## src/hw/iafp_consts.vh

```
// Constants for the in-application flash programming block
`ifndef IAFP_CONSTS_VH
`define IAFP_CONSTS_VH
`define IAFP_ADDR_CFG      8'hB1
`define IAFP_ADDR_CMD      8'hB2
`define IAFP_ADDR_ADRL     8'hB3
`define IAFP_ADDR_ADRH     8'hB4
`define IAFP_ADDR_DATA     8'hB5
`define IAFP_ADDR_STAT     8'hB6
`define IAFP_RST_BYTE      8'h00
`define IAFP_BIT_EN        6
`define IAFP_BIT_IRQSEL    7
`define IAFP_BIT_BUSY      2
`define IAFP_BIT_DBL       3
`define IAFP_UPPER_HI      8'h20
`define IAFP_CMD_PROG      7'h6E
`define IAFP_CMD_READ      7'h0C
`define IAFP_CMD_BERASE    7'h0D
`define IAFP_CMD_SERASE    7'h0B
`define IAFP_CMD_CERASE    7'h01
`define IAFP_CMD_SC0       7'h0F
`define IAFP_CMD_DBL       7'h0E
`define IAFP_LOCK_TOP      3'b000
`define IAFP_BANK_MSB      1
`define IAFP_BANK_LSB      0
`define IAFP_BANK_SPLIT    2'b00
`endif

```

## src/hw/iafp_top.v

```verilog
// In-application flash programming sequencer: mailboxes, status and command launch
`timescale 1ns/1ps
`include "iafp_consts.vh"
// Overview of operation
// - Address high mailbox at B4H, resets zero
// - Data mailbox at B5H, resets zero
// - Status bit 2 shows busy
// - Status bits 7..5 show inverted locks
// - Status bit 3 shows six-clock mode
// - Commands ignored while enable bit clear
// - Upper-block code programs lower block only
// - Lower-block code, bank 00, targets upper
// - External code resolves by address and bank
// - Only command register write launches operation
// - Locked target block refuses command except chip erase
// - Startup-config command changes bit zero only
// - Six-clock command switches machine cycle length
// - No block-select commands in application
// - Code reads of busy block fail
// - Completion interrupt when command bit seven set
// - Interrupt pin ignored while interrupt completion
// - Chip erase needs external code, not top lock
module iafp_top
(
  // Clock, reset and special function register bus
  input  wire        clk_i,
  input  wire        rst_n_i,
  input  wire [7:0]  sfr_addr_i,
  input  wire        sfr_wr_i,
  input  wire        sfr_rd_i,
  input  wire [7:0]  sfr_wdata_i,
  output reg  [7:0]  sfr_rdata_o,
  // Fetch context, lock state and stored configuration
  input  wire        internal_fetch_select_n_i,
  input  wire [15:0] exec_addr_i,
  input  wire [2:0]  lock_bits_i,
  input  wire        lock_upper_i,
  input  wire        lock_lower_i,
  input  wire        startup_config_zero_i,
  // Core code reads and the interrupt one pin
  input  wire        code_read_i,
  input  wire        code_read_upper_i,
  input  wire        external_interrupt_one_pin_n_i,
  // Flash array handshake
  input  wire        array_done_i,
  output reg         array_start_o,
  output reg  [6:0]  array_cmd_o,
  output reg         array_upper_o,
  output reg  [15:0] array_addr_o,
  output reg  [7:0]  array_wdata_o,
  // Levels and strobes seen by the core
  output reg         startup_config_zero_o,
  output reg         boot_block_select_o,
  output reg         double_speed_o,
  output reg         code_read_fail_o,
  output reg         external_interrupt_one_o,
  output reg         ext_int_pin_o
);

  reg  [7:0] cfg_q;
  reg  [7:0] cmd_q;
  reg  [7:0] adrl_q;
  reg  [7:0] adrh_q;
  reg  [7:0] data_q;
  reg        busy_q;
  reg        busy_upper_q;
  reg        dbl_q;
  reg        sc0_q;
  reg        boot_sel_q;
  reg        boot_caught_q;

  // Target resolution from fetch pin, bank select and executing address
  // The executing address only matters for internal fetch; external code
  // is never inside either block, so with bank 00 it may reach both of them
  reg  tgt_upper;
  reg  tgt_valid;
  wire exec_upper = exec_addr_i[15:8] >= `IAFP_UPPER_HI;
  wire addr_upper = adrh_q >= `IAFP_UPPER_HI;
  wire bank_split = cfg_q[`IAFP_BANK_MSB:`IAFP_BANK_LSB] == `IAFP_BANK_SPLIT;
  always @*
  begin
    tgt_upper = 1'b1;
    tgt_valid = 1'b1;
    if (!internal_fetch_select_n_i)
    begin
      // External code: address decides only when the bank field is split
      if (bank_split)
        tgt_upper = addr_upper;
      else
        tgt_upper = 1'b1;
    end
    else if (bank_split && !exec_upper)
      tgt_upper = 1'b1;
    else
    begin
      // Code in the upper block may only touch the lower one
      tgt_upper = 1'b0;
      tgt_valid = !addr_upper;
    end
  end

  // Command decode; block-select codes are not listed, so they read as unknown
  wire       cmd_wr    = sfr_wr_i && (sfr_addr_i == `IAFP_ADDR_CMD);
  wire [6:0] cmd_code  = sfr_wdata_i[6:0];
  wire       is_cerase = cmd_code == `IAFP_CMD_CERASE;
  reg        is_known;
  always @*
  begin
    case (cmd_code)
      `IAFP_CMD_PROG:   is_known = 1'b1;
      `IAFP_CMD_READ:   is_known = 1'b1;
      `IAFP_CMD_BERASE: is_known = 1'b1;
      `IAFP_CMD_SERASE: is_known = 1'b1;
      `IAFP_CMD_CERASE: is_known = 1'b1;
      `IAFP_CMD_SC0:    is_known = 1'b1;
      `IAFP_CMD_DBL:    is_known = 1'b1;
      default:          is_known = 1'b0;
    endcase
  end

  // Acceptance; chip erase skips the block lock and has its own gate instead
  // A refused write leaves every register as it was, so software sees no busy
  wire       blk_lock  = tgt_upper ? lock_upper_i : lock_lower_i;
  wire       cerase_ok = !internal_fetch_select_n_i && (lock_bits_i != `IAFP_LOCK_TOP);
  wire       accept    = cmd_wr && cfg_q[`IAFP_BIT_EN] && !busy_q && is_known &&
                         (is_cerase ? cerase_ok : (tgt_valid && !blk_lock));

  // Configuration and address mailboxes; plain stores with no side effects
  always @(posedge clk_i)
  begin
    if (!rst_n_i)
    begin
      cfg_q  <= `IAFP_RST_BYTE;
      adrl_q <= `IAFP_RST_BYTE;
      adrh_q <= `IAFP_RST_BYTE;
    end
    else
    begin
      if (sfr_wr_i && sfr_addr_i == `IAFP_ADDR_CFG)
        cfg_q <= sfr_wdata_i;
      if (sfr_wr_i && sfr_addr_i == `IAFP_ADDR_ADRL)
        adrl_q <= sfr_wdata_i;
      if (sfr_wr_i && sfr_addr_i == `IAFP_ADDR_ADRH)
        adrh_q <= sfr_wdata_i;
    end
  end

  // Data mailbox; a software write wins over the read-back load in one cycle
  // Limitation: the array returns no byte, so a read command loads the held SFR read data
  always @(posedge clk_i)
  begin
    if (!rst_n_i)
      data_q <= `IAFP_RST_BYTE;
    else if (sfr_wr_i && sfr_addr_i == `IAFP_ADDR_DATA)
      data_q <= sfr_wdata_i;
    else if (busy_q && array_done_i && array_cmd_o == `IAFP_CMD_READ)
      data_q <= sfr_rdata_o;
  end

  // Startup configuration and clock mode; boot selection is strapped once
  // so a later startup-config command only shows after the next reset
  always @(posedge clk_i)
  begin
    if (!rst_n_i)
    begin
      boot_caught_q <= 1'b0;
      boot_sel_q    <= 1'b0;
      sc0_q         <= 1'b0;
      dbl_q         <= 1'b0;
    end
    else
    begin
      if (!boot_caught_q)
      begin
        boot_caught_q <= 1'b1;
        sc0_q         <= startup_config_zero_i;
        boot_sel_q    <= startup_config_zero_i;
      end
      // Command effects come later in the process, so they win over the strap
      if (accept && cmd_code == `IAFP_CMD_SC0)
        sc0_q <= 1'b1;
      if (accept && cmd_code == `IAFP_CMD_DBL)
        dbl_q <= 1'b1;
    end
  end

  // Command launch and completion; busy rises with the accepted write
  // Accept needs an idle sequencer, so launch and completion never collide
  always @(posedge clk_i)
  begin
    if (!rst_n_i)
    begin
      cmd_q                    <= `IAFP_RST_BYTE;
      busy_q                   <= 1'b0;
      busy_upper_q             <= 1'b0;
      array_start_o            <= 1'b0;
      array_cmd_o              <= 7'h00;
      array_upper_o            <= 1'b0;
      array_addr_o             <= 16'h0000;
      array_wdata_o            <= `IAFP_RST_BYTE;
      external_interrupt_one_o <= 1'b0;
    end
    else
    begin
      array_start_o            <= 1'b0;
      external_interrupt_one_o <= 1'b0;
      if (accept)
      begin
        // Request fields hold until the next accepted command
        cmd_q         <= sfr_wdata_i;
        busy_q        <= 1'b1;
        busy_upper_q  <= tgt_upper;
        array_start_o <= 1'b1;
        array_cmd_o   <= cmd_code;
        array_upper_o <= tgt_upper;
        array_addr_o  <= {adrh_q, adrl_q};
        array_wdata_o <= data_q;
      end
      else if (busy_q && array_done_i)
      begin
        busy_q                   <= 1'b0;
        external_interrupt_one_o <= cmd_q[`IAFP_BIT_IRQSEL];
      end
    end
  end

  // Core-side levels, registered so every output leaves a flip-flop
  always @(posedge clk_i)
  begin
    if (!rst_n_i)
    begin
      startup_config_zero_o <= 1'b0;
      boot_block_select_o   <= 1'b0;
      double_speed_o        <= 1'b0;
    end
    else
    begin
      startup_config_zero_o <= sc0_q;
      boot_block_select_o   <= boot_sel_q;
      double_speed_o        <= dbl_q;
    end
  end

  // Code reads fail while their block is busy; one cycle late, traded for a flop output
  always @(posedge clk_i)
  begin
    if (!rst_n_i)
      code_read_fail_o <= 1'b0;
    else
      code_read_fail_o <= code_read_i && busy_q && (code_read_upper_i == busy_upper_q);
  end

  // Pin is masked as an interrupt source while a job with completion interrupt chosen is busy
  // It reads inactive then, so a low pin cannot fake a completion
  always @(posedge clk_i)
  begin
    if (!rst_n_i)
      ext_int_pin_o <= 1'b1;
    else if (busy_q && cmd_q[`IAFP_BIT_IRQSEL])
      ext_int_pin_o <= 1'b1;
    else
      ext_int_pin_o <= external_interrupt_one_pin_n_i;
  end

  // Status byte: inverted locks on top, then clock mode and busy; spare bits read zero
  wire [7:0] status_byte;
  assign status_byte[7]               = ~lock_bits_i[0];
  assign status_byte[6]               = ~lock_bits_i[1];
  assign status_byte[5]               = ~lock_bits_i[2];
  assign status_byte[4]               = 1'b0;
  assign status_byte[`IAFP_BIT_DBL]  = dbl_q;
  assign status_byte[`IAFP_BIT_BUSY] = busy_q;
  assign status_byte[1]               = 1'b0;
  assign status_byte[0]               = 1'b0;

  // Read multiplexer; unmapped locations read zero
  reg  [7:0] rd_mux;
  always @*
  begin
    case (sfr_addr_i)
      `IAFP_ADDR_CFG:  rd_mux = cfg_q;
      `IAFP_ADDR_CMD:  rd_mux = cmd_q;
      `IAFP_ADDR_ADRL: rd_mux = adrl_q;
      `IAFP_ADDR_ADRH: rd_mux = adrh_q;
      `IAFP_ADDR_DATA: rd_mux = data_q;
      `IAFP_ADDR_STAT: rd_mux = status_byte;
      default:         rd_mux = `IAFP_RST_BYTE;
    endcase
  end

  // Read data is registered; the value appears the cycle after the read strobe
  // and holds until the next read, so software may sample it late
  always @(posedge clk_i)
  begin
    if (!rst_n_i)
      sfr_rdata_o <= `IAFP_RST_BYTE;
    else if (sfr_rd_i)
      sfr_rdata_o <= rd_mux;
  end

endmodule

```

## config.mk

```make
export PLATFORM = sky130hd
export DESIGN_NAME = iafp_top
export DESIGN_NICKNAME = d
export VERILOG_FILES = /design/src/hw/iafp_top.v
export VERILOG_INCLUDE_DIRS = /design/src /design/src/hw
export SDC_FILE = /design/constraint.sdc
export NUM_CORES = 1
export LEC_CHECK = 0
export ABC_AREA = 1
export ABC_CLOCK_PERIOD_IN_PS = 2500
export BUFFER_PORTS_ARGS = -buffer_cell sky130_fd_sc_hd__buf_2
export CORE_ASPECT_RATIO = 1.75
export CORE_MARGIN = 3
export CORE_UTILIZATION = 35
export CTS_CLUSTER_SIZE = 20
export DETAILED_ROUTE_END_ITERATION = 10
export PLACE_DENSITY = 0.65
export SLEW_MARGIN = 40
export SYNTH_ARGS = -nofsm -noshare
export SYNTH_HDL_FRONTEND = slang
export SYNTH_SLANG_ARGS = --single-unit
```

## constraint.sdc

```tcl
create_clock -name clk_i -period 2.5 [get_ports clk_i]
set_input_delay 0.5 -clock clk_i [delete_from_list [all_inputs] [get_ports clk_i]]
set_output_delay 0.5 -clock clk_i [all_outputs]
set_load 0.1 [all_outputs]
```

==> results.toml, run 1 <==
[outcome]
outcome = "complete, no violations"

[timing]
fin_hold_ws_ns = 0.377
relSlewSlack_pct = 67.5
fin_skew_ns = 0.00665
hold_violations = 0
fin_setup_tns_ns = 0
worst_slew_pin_slew_ns = 0.491
drv_slew = 0
finalSetupViolCount = 0
rsz0062_at_grt = "false"
period_needed_ns = 1.90
period_share_pct = 75.9
fmax_mhz = 527

[hold_path]
min_to = "ext_int_pin_o$_SDFF_PP1_"
worstHoldStart = "external_interrupt_one_pin_n_i"
holdPathStages = 2
hp-class = "in2reg"

[critical_path]
r2r-start = "cfg_q[0]$_SDFFE_PN0P_"
r2r_setup_slack_ns = 0.60
r2r_end = "cmd_q[6]$_SDFFE_PN0P_"
critPathKind = "reg2reg"
reg2reg_depth = 11
cp_data_arrival_time_ns = 2.13
required_ns = 2.73
path_max_fanout = 41
end_kind = "flop"
cp-start-kind = "flop"

[job]
maxCapViolCount = 0

[detailed_routing]
detailedRoute.firstPassIterationCount = 5
drt_wl_total_um = 11600
drc = 0
ant_nets = 0
vias = 3719
vias_per_cell = 5.04
detail_route.iter0.violations = 236
wl_per_cell_um = 15.7

[global_route]
met1_usage_pct = 22.2
grtUsageTotal_pct = 18.6
met3_usage_pct = 3.05
antenna_found_initial = 0
grt_pass1_wl_um = 18100
grt_remaining_overflow = 0
grt_max_degree = 54
grt_pass1_vias = 3546
top_usage_layer = "met2"
grt_use_met2_pct = 31.1

[clocking]
cts_tree = "yes"
cts_made_buffers = 9
post_cts_resized = 0
htree_levels = 3
clkLatencyLatePin_ns = 0.34
hold_buffers = 0
clk_pin_slew_ns = 0.07
post-cts-setup-buffer-count = 0
cts_sinks = 85
cts_root_buf = "clkbuf_16"
cts.path.max_buffers = 2

[die]
die_w_um = 86.1
start_util_pct = 36.3
io_pins = 94
std_cell_rows = 50
die_area_um2 = 12600
die_y_um = 146
core_um2 = 10800

[finish]
area_growth_pct = 17.8
final-instance-count-excl-fill = 738
drive_gt1_share_pct = 19.7
fill_cells = 1120
register_area_um2 = 1700
antenna_cells = 0
layout_common_cells = "86 x nand2_1, 85 x dfxtp_1, 80 x buf_2, 75 x a21oi_1, 60 x inv_1"
multiInputGateArea_um2 = 1710
final_common_cell = "nand2_1"
fin_nets = 650

[pwr]
cellLeakagePower_nw = 2.00
vdd_drop_max_mv = 0.338
p_per_area_nw_per_um2 = 630
power_mw = 2.92

[yosys]
synth-seq-cells = 85
syn-instance-count = 541
ys_types = 35
yosys_warnings = 0
avgSynthCellArea_um2 = 7.27
syn-num-nets = 588
syn_area_um2 = 3930
yosysSeqAreaShare_pct = 43.3

[placed_design]
place_congestion = 0.938
placed_cells = 722
hpwl_um = 8880
io_buffers = 80
-- critical path: stages (launching register included) --
cell and delay, ns:
dfxtp_1 0.33, nor2_1 0.24, nand3b_1 0.13, nand2_1 0.12, nand2_1 0.09, nand2_1 0.07, nand3_1 0.09, nand2_2 0.24
buf_12 0.24, nand3_1 0.10, nand2_1 0.09, nor2_1 0.04
-- cells in the mapped netlist --
cell type  instances  share of area (%)
nand3_4            1               0.45
clkbuf_1           7               0.67
o21ai_1            3               0.38
o21a_1             1               0.19
o22ai_1            9                1.4
nor2_8             1               0.51
nor2_2             1               0.16
a211o_1            1               0.22
nand2_2            1               0.16
nand2_1           87                8.3
nor4_1             1               0.16
nand3_1           48                6.1
and3_1             1               0.16
buf_1              2               0.19
nor3b_1            1               0.19
clkbuf_8           3                1.0
inv_2              5               0.48
nor3_4             2               0.83
nor3_2             3               0.76
or2_2              1               0.16
inv_1             60                5.7
dfxtp_1           85                 43
nor3_1             3               0.38
buf_6              6                1.7
nand4_1            6               0.95
nand3b_1           1               0.19
xor2_1             1               0.22
nor2_1            55                5.2
bufbuf_8           1               0.48
o221ai_1           1               0.22
o21ai_0           47                6.0
o211ai_1           3               0.57
buf_2              8                1.0
buf_4             10                1.9
a21oi_1           75                9.5
-- cells by family (layout without fill, tap and decap cells) --
group           Yosys count  after routing  synth area share (%)
compound gates          140            140                  18.5
xor+xnor                  1              1                 0.223
buf+inv                 102            169                  13.2
flops                    85             85                  43.3
simple gates            213            213                  24.7
-- metrics by stage --
| stage | setup WS [ns] | util [%] | instance area, um^2 |
|---|---|---|---|
| 2_1_floorplan | 0.778 | - | 3930 |
| 3_3_place_gp | 0.366 | 40.0 | 4330 |
| 3_5_place_dp | 0.335 | 40.0 | 4330 |
| 4_1_cts | 0.578 | 42.8 | 4630 |
| 5_1_grt | 0.395 | 42.8 | 4630 |
| 6_report | 0.602 | 42.8 | 4630 |
-- power by group --
group          total (mW)  internal, mW  switching (mW)
sequential           1.37          1.36         0.00500
combinational       0.207        0.0554           0.152
clock                1.34         0.779           0.562
total                2.92          2.20           0.719
-- metal layers --
layer  up-vias  routed length, um
met3        30                658
met1      1671               4690
met2       118               5760
met5         -                  0
li1       1900                  -
met4         0                442
-- worst max path at each step --
stage,startpoint,end,depth (start not counted)
floorplan,sfr_addr_i[7],busy_upper_q$_SDFFE_PN0P_,8
global placement,sfr_wdata_i[5],cmd_q[6]$_SDFFE_PN0P_,12
detailed placement,sfr_wdata_i[5],cmd_q[6]$_SDFFE_PN0P_,12
CTS,cfg_q[0]$_SDFFE_PN0P_,cmd_q[6]$_SDFFE_PN0P_,11
global route,cfg_q[0]$_SDFFE_PN0P_,array_cmd_o[5]$_SDFFE_PN0P_,11
finish,cfg_q[0]$_SDFFE_PN0P_,cmd_q[6]$_SDFFE_PN0P_,11
-- area by class of cell --
type                            count  area share (%)
Multi-Input combinational cell    354            37.0
Sequential cell                    85            36.7
Timing Repair Buffer               88            11.0
Inverter                           65            5.27
Clock buffer                        9            4.86
Tap cell                          130            3.51
Clock inverter                      7            1.59
-- sequential cells by signal, summed over array words and instances (netlist names), 2 cells and up --
register       count
array_wdata_o      8
sfr_rdata_o        8
data_q             8
adrh_q             8
adrl_q             8
array_addr_o      16
cfg_q              8
cmd_q              2
array_cmd_o        6
Note: power is estimated with default switching activity, not from simulation.
==> run 2: changes to the inputs <==
--- a/config.mk
+++ b/config.mk
@@ -7,7 +7,7 @@
 export NUM_CORES = 1
 export LEC_CHECK = 0
 export ABC_AREA = 1
-export ABC_CLOCK_PERIOD_IN_PS = 2500
+export ABC_CLOCK_PERIOD_IN_PS = 1800
 export BUFFER_PORTS_ARGS = -buffer_cell sky130_fd_sc_hd__buf_2
 export CORE_ASPECT_RATIO = 1.75
 export CORE_MARGIN = 3
==> constraint.sdc (replaced) <==
create_clock -name clk_i -period 1.8 [get_ports clk_i]
set_input_delay 0.36 -clock clk_i [delete_from_list [all_inputs] [get_ports clk_i]]
set_output_delay 0.36 -clock clk_i [all_outputs]
set_load 0.1 [all_outputs]
==> results.toml, run 2 (synthesis results as in run 1) <==
[outcome]
outcome = "complete, no violations"

[pwr]
power_mw = 3.88
p_per_area_nw_per_um2 = 803
cellLeakagePower_nw = 2.12
vdd_drop_max_mv = 0.513

[placed_design]
io_buffers = 80
hpwl_um = 9450
placed_cells = 749
dp_slack_ns = -0.0753
place_congestion = 0.931

[clocking]
htree_levels = 3
cts_tree = "yes"
clkLatencyLatePin_ns = 0.33
cts_made_buffers = 9
cts_root_buf = "clkbuf_16"
cts.path.max_buffers = 2
clk_pin_slew_ns = 0.06
hold_buffers = 0
cts_sinks = 85

[finish]
antenna_cells = 0
final-instance-count-excl-fill = 763
layout_common_cells = "86 x nand2_1, 85 x dfxtp_1, 80 x buf_2, 75 x a21oi_1, 60 x inv_1"
fin_nets = 677
area_growth_pct = 22.9
fill_cells = 1144
drive_gt1_share_pct = 23.1
final_common_cell = "nand2_1"
largest_register_ffs = 16
top_register = "array_addr_o"

[global_route]
grt_pass1_vias = 3612
antenna_found_initial = 0
grt_max_degree = 59
grtUsageTotal_pct = 19.2
grt_pass1_wl_um = 18700
grt_remaining_overflow = 0

[timing]
rsz0062_at_grt = "false"
hold_violations = 0
period_needed_ns = 1.69
period_share_pct = 93.9
fin_hold_ws_ns = 0.221
fmax_mhz = 592
fin_skew_ns = 0.00751
worst_slew_pin_slew_ns = 0.495
drv_slew = 0
relSlewSlack_pct = 67.2
finalSetupViolCount = 0
layout_setup_ws_ns = 0.110

[die]
die_w_um = 86.1
start_util_pct = 36.3
std_cell_rows = 50
io_pins = 94
die_y_um = 146
core_um2 = 10800
die_area_um2 = 12600

[detailed_routing]
drc = 0
wl_per_cell_um = 15.6
ant_nets = 0
detail_route.iter0.violations = 309
vias = 3874
vias_per_cell = 5.08
detailedRoute.firstPassIterationCount = 5
drt_wl_total_um = 11900

[critical_path]
required_ns = 2.05
r2r_setup_slack_ns = 0.11
reg2reg_depth = 7
path_max_fanout = 16
r2r-start = "busy_q$_SDFFE_PN0P_"
cp_data_arrival_time_ns = 1.94
r2r_end = "data_q[3]$_SDFFE_PN0P_"
critPathKind = "reg2reg"
startpoint = "busy_q$_SDFFE_PN0P_"
end_kind = "flop"
cp-start-kind = "flop"

[hold_path]
holdPathStages = 2
worstHoldStart = "external_interrupt_one_pin_n_i"
min_to = "ext_int_pin_o$_SDFF_PP1_"
hp-class = "in2reg"

[job]
maxCapViolCount = 0
==> run 2: worst max-delay path: stages (launching register included) <==
cell and delay (ns):
dfxtp_1 0.48, nand2_1 0.17, nor3_2 0.27, buf_12 0.18
nand2_1 0.05, o21ai_0 0.17, o21ai_0 0.15, a21oi_1 0.15
==> run 2: power breakdown <==
| part | internal (mW) | switching [mW] | total [mW] |
|---|---|---|---|
| registers | 1.90 | 0.00758 | 1.90 |
| clock network | 0.989 | 0.674 | 1.66 |
| logic | 0.101 | 0.216 | 0.317 |
==> run 2: cell type report <==
cell class | count | area [um^2] | area share (%)
Clock buffer | 12 | 256 | 5.31
Multi-Input combinational cell | 354 | 1730 | 35.7
Clock inverter | 2 | 10.0 | 0.207
Timing Repair Buffer | 115 | 733 | 15.2
Sequential cell | 85 | 1700 | 35.2
Tap cell | 130 | 163 | 3.37
Inverter | 65 | 244 | 5.05
==> run 2: timing repair <==
item | CTS | global route
pin swaps | 0 | 0
resized for setup | 1 | 4
endpoints found under the setup margin | 15 | 21
setup buffers | 0 | 0
==> run 2: worst max-delay path by stage <==
stage | endpoint | depth (start not counted)
after floorplan | busy_upper_q$_SDFFE_PN0P_ | 8
after global placement | adrh_q[5]$_SDFFE_PN0P_ | 8
after detailed placement | array_cmd_o[5]$_SDFFE_PN0P_ | 12
after CTS | array_cmd_o[5]$_SDFFE_PN0P_ | 11
after global routing | data_q[3]$_SDFFE_PN0P_ | 7
final | data_q[3]$_SDFFE_PN0P_ | 7
==> run 2: metal layers <==
metal / global-route usage, % / vias to the layer above / share of wire [%]
met3: 3.39 / 26 / 5.7
met5: 0 / - / 0
met1: 22.5 / 1773 / 40
met4: 9.67 / 0 / 4.2
li1: - / 1946 / -
met2: 32.7 / 129 / 50
==> run 2: through the flow <==
step	setup TNS (ns)	area (um^2)	util, %
floorplan	0	3930	-
global placement	-0.565	4550	42.0
detailed placement	-1.26	4550	42.0
CTS	0	4820	44.5
global route	0	4830	44.7
finish	0	4830	44.7
==> run 3: changes to the inputs <==
--- a/config.mk
+++ b/config.mk
@@ -11,10 +11,10 @@
 export BUFFER_PORTS_ARGS = -buffer_cell sky130_fd_sc_hd__buf_2
 export CORE_ASPECT_RATIO = 1.75
 export CORE_MARGIN = 3
-export CORE_UTILIZATION = 35
+export CORE_UTILIZATION = 53
 export CTS_CLUSTER_SIZE = 20
 export DETAILED_ROUTE_END_ITERATION = 10
-export PLACE_DENSITY = 0.65
+export PLACE_DENSITY = 0.88
 export SLEW_MARGIN = 40
 export SYNTH_ARGS = -nofsm -noshare
 export SYNTH_HDL_FRONTEND = slang
==> results.toml, run 3 (synthesis results as in run 1) <==
[finish]
post-route-util_pct = 68.9
register_area_um2 = 1700
largest_register_ffs = 16
area_growth_pct = 23.6
layout_common_cells = "86 x nand2_1, 85 x dfxtp_1, 80 x buf_2, 71 x a21oi_1, 60 x inv_1"
multiInputGateArea_um2 = 1740
drive_gt1_share_pct = 24.7
final_common_cell = "nand2_1"
antenna_cells = 0
top_register = "array_addr_o"
fin_nets = 684
fill_cells = 626
final_area_um2 = 4860

[die]
io_pins = 94
die_y_um = 120
die_w_um = 71.1
std_cell_rows = 40
core_um2 = 7060
die_area_um2 = 8530
start_util_pct = 55.7

[critical_path]
crit_chain = "nor3_2 > nand3_1 > buf_4 > nand3_1 > nand3_1 > nand2_2 > buf_12 > buf_4 > nand4_1 > nand2_1"
max_stage_delay_ns = 0.32
end_kind = "flop"
required_ns = 2.08
reg2reg_depth = 10
cp_data_arrival_time_ns = 1.98
cp-start-kind = "flop"
r2r_end = "sc0_q$_SDFFE_PN0P_"
r2r-start = "adrh_q[6]$_SDFFE_PN0P_"
path_max_fanout = 10
r2r_setup_slack_ns = 0.10
critPathKind = "reg2reg"
cpMaxStageDelayCell = "dfxtp_1"
crit_top_cell = "nand3_1"

[detailed_routing]
wl_per_cell_um = 15.9
detail_route.iter0.violations = 311
vias = 3940
vias_per_cell = 5.44
drt_wl_total_um = 11500
detailedRoute.firstPassIterationCount = 5
drc = 0
ant_nets = 0

[hold_path]
worstHoldStart = "external_interrupt_one_pin_n_i"
hp-class = "in2reg"
holdPathStages = 2
min_to = "ext_int_pin_o$_SDFF_PP1_"

[global_route]
grt_remaining_overflow = 0
grt_pass1_vias = 3753
antenna_found_initial = 0
grtUsageTotal_pct = 28.3
grt_max_degree = 56
grt_pass1_wl_um = 18700

[pwr]
p_per_area_nw_per_um2 = 829
cellLeakagePower_nw = 2.16
vdd_drop_max_mv = 0.599

[clocking]
clkLatencyLatePin_ns = 0.34
clk_pin_slew_ns = 0.06
cts_root_buf = "clkbuf_16"
cts_sinks = 85
hold_buffers = 0
cts_made_buffers = 9
htree_levels = 3
cts_tree = "yes"
cts.path.max_buffers = 2

[placed_design]
io_buffers = 80
place_congestion = 0.934
hpwl_um = 8860
dp_slack_ns = -0.000744
postPlaceCellArea_um2 = 4530

[job]
maxCapViolCount = 0

[timing]
fin_skew_ns = 0.00351
worst_slew_pin_slew_ns = 0.502
fin_setup_tns_ns = 0
period_needed_ns = 1.70
hold_violations = 0
period_share_pct = 94.3
drv_slew = 0
finalSetupViolCount = 0
relSlewSlack_pct = 66.8
fmax_mhz = 589
layout_setup_ws_ns = 0.103
fin_hold_ws_ns = 0.209

[outcome]
outcome = "complete, no violations"
==> run 3: layout make-up <==
type                       instances  area share, %
multi-input combinational        354           35.8
sequential                        85           35.0
timing repair buffer             122           16.1
clock inverter                     4           1.03
inverter                          65           5.02
tap                               84           2.16
clock buffer                      10           4.92
==> run 3: power by group <==
part / internal, mW / total [mW] / leakage [nW] / switching, mW
sequential: 1.89 / 1.90 / 0.687 / 0.00791
combinational: 0.105 / 0.323 / 1.34 / 0.218
clock: 1.09 / 1.81 / 0.136 / 0.714
==> run 3: worst max path at each step <==
| stage | startpoint | endpoint | cells after the start |
|---|---|---|---|
| CTS | adrh_q[5]$_SDFFE_PN0P_ | busy_upper_q$_SDFFE_PN0P_ | 10 |
| global placement | sfr_addr_i[6] | data_q[4]$_SDFFE_PN0P_ | 11 |
| floorplan | sfr_addr_i[7] | busy_upper_q$_SDFFE_PN0P_ | 8 |
| detailed placement | sfr_addr_i[6] | data_q[4]$_SDFFE_PN0P_ | 11 |
| finish | adrh_q[6]$_SDFFE_PN0P_ | sc0_q$_SDFFE_PN0P_ | 10 |
| global route | adrh_q[6]$_SDFFE_PN0P_ | sc0_q$_SDFFE_PN0P_ | 10 |
==> run 3: through the flow <==
stage / std cells / total power, mW
after floorplan: 541 / 2.14
after global routing: 724 / 4.15
after global placement: 709 / 2.26
after detailed placement: 709 / 2.26
after CTS: 723 / 4.04
final: 724 / 4.03
==> run 3: what timing repair did <==
| item | 4_1_cts | 5_1_grt |
|---|---|---|
| setup endpoints to repair | 0 | 35 |
| buffers inserted | 0 | 1 |
| hold endpoints to repair | 0 | 0 |
| resized for setup | 0 | 8 |
==> run 3: critical path: cells and delay by family (launching register included) <==
| kind | cells | cell delay, ns |
|---|---|---|
| simple gates | 7 | 0.85 |
| buf+inv | 3 | 0.47 |
| flops | 1 | 0.32 |
==> run 3: metal layers <==
| metal | GRT usage [%] | up-vias | part of all wire (%) |
|---|---|---|---|
| met4 | 12.9 | 0 | 3.9 |
| met2 | 48.2 | 135 | 51 |
| met3 | 5.11 | 31 | 5.6 |
| li1 | - | 1969 | - |
| met5 | 0 | - | 0 |
| met1 | 34.1 | 1805 | 40 |
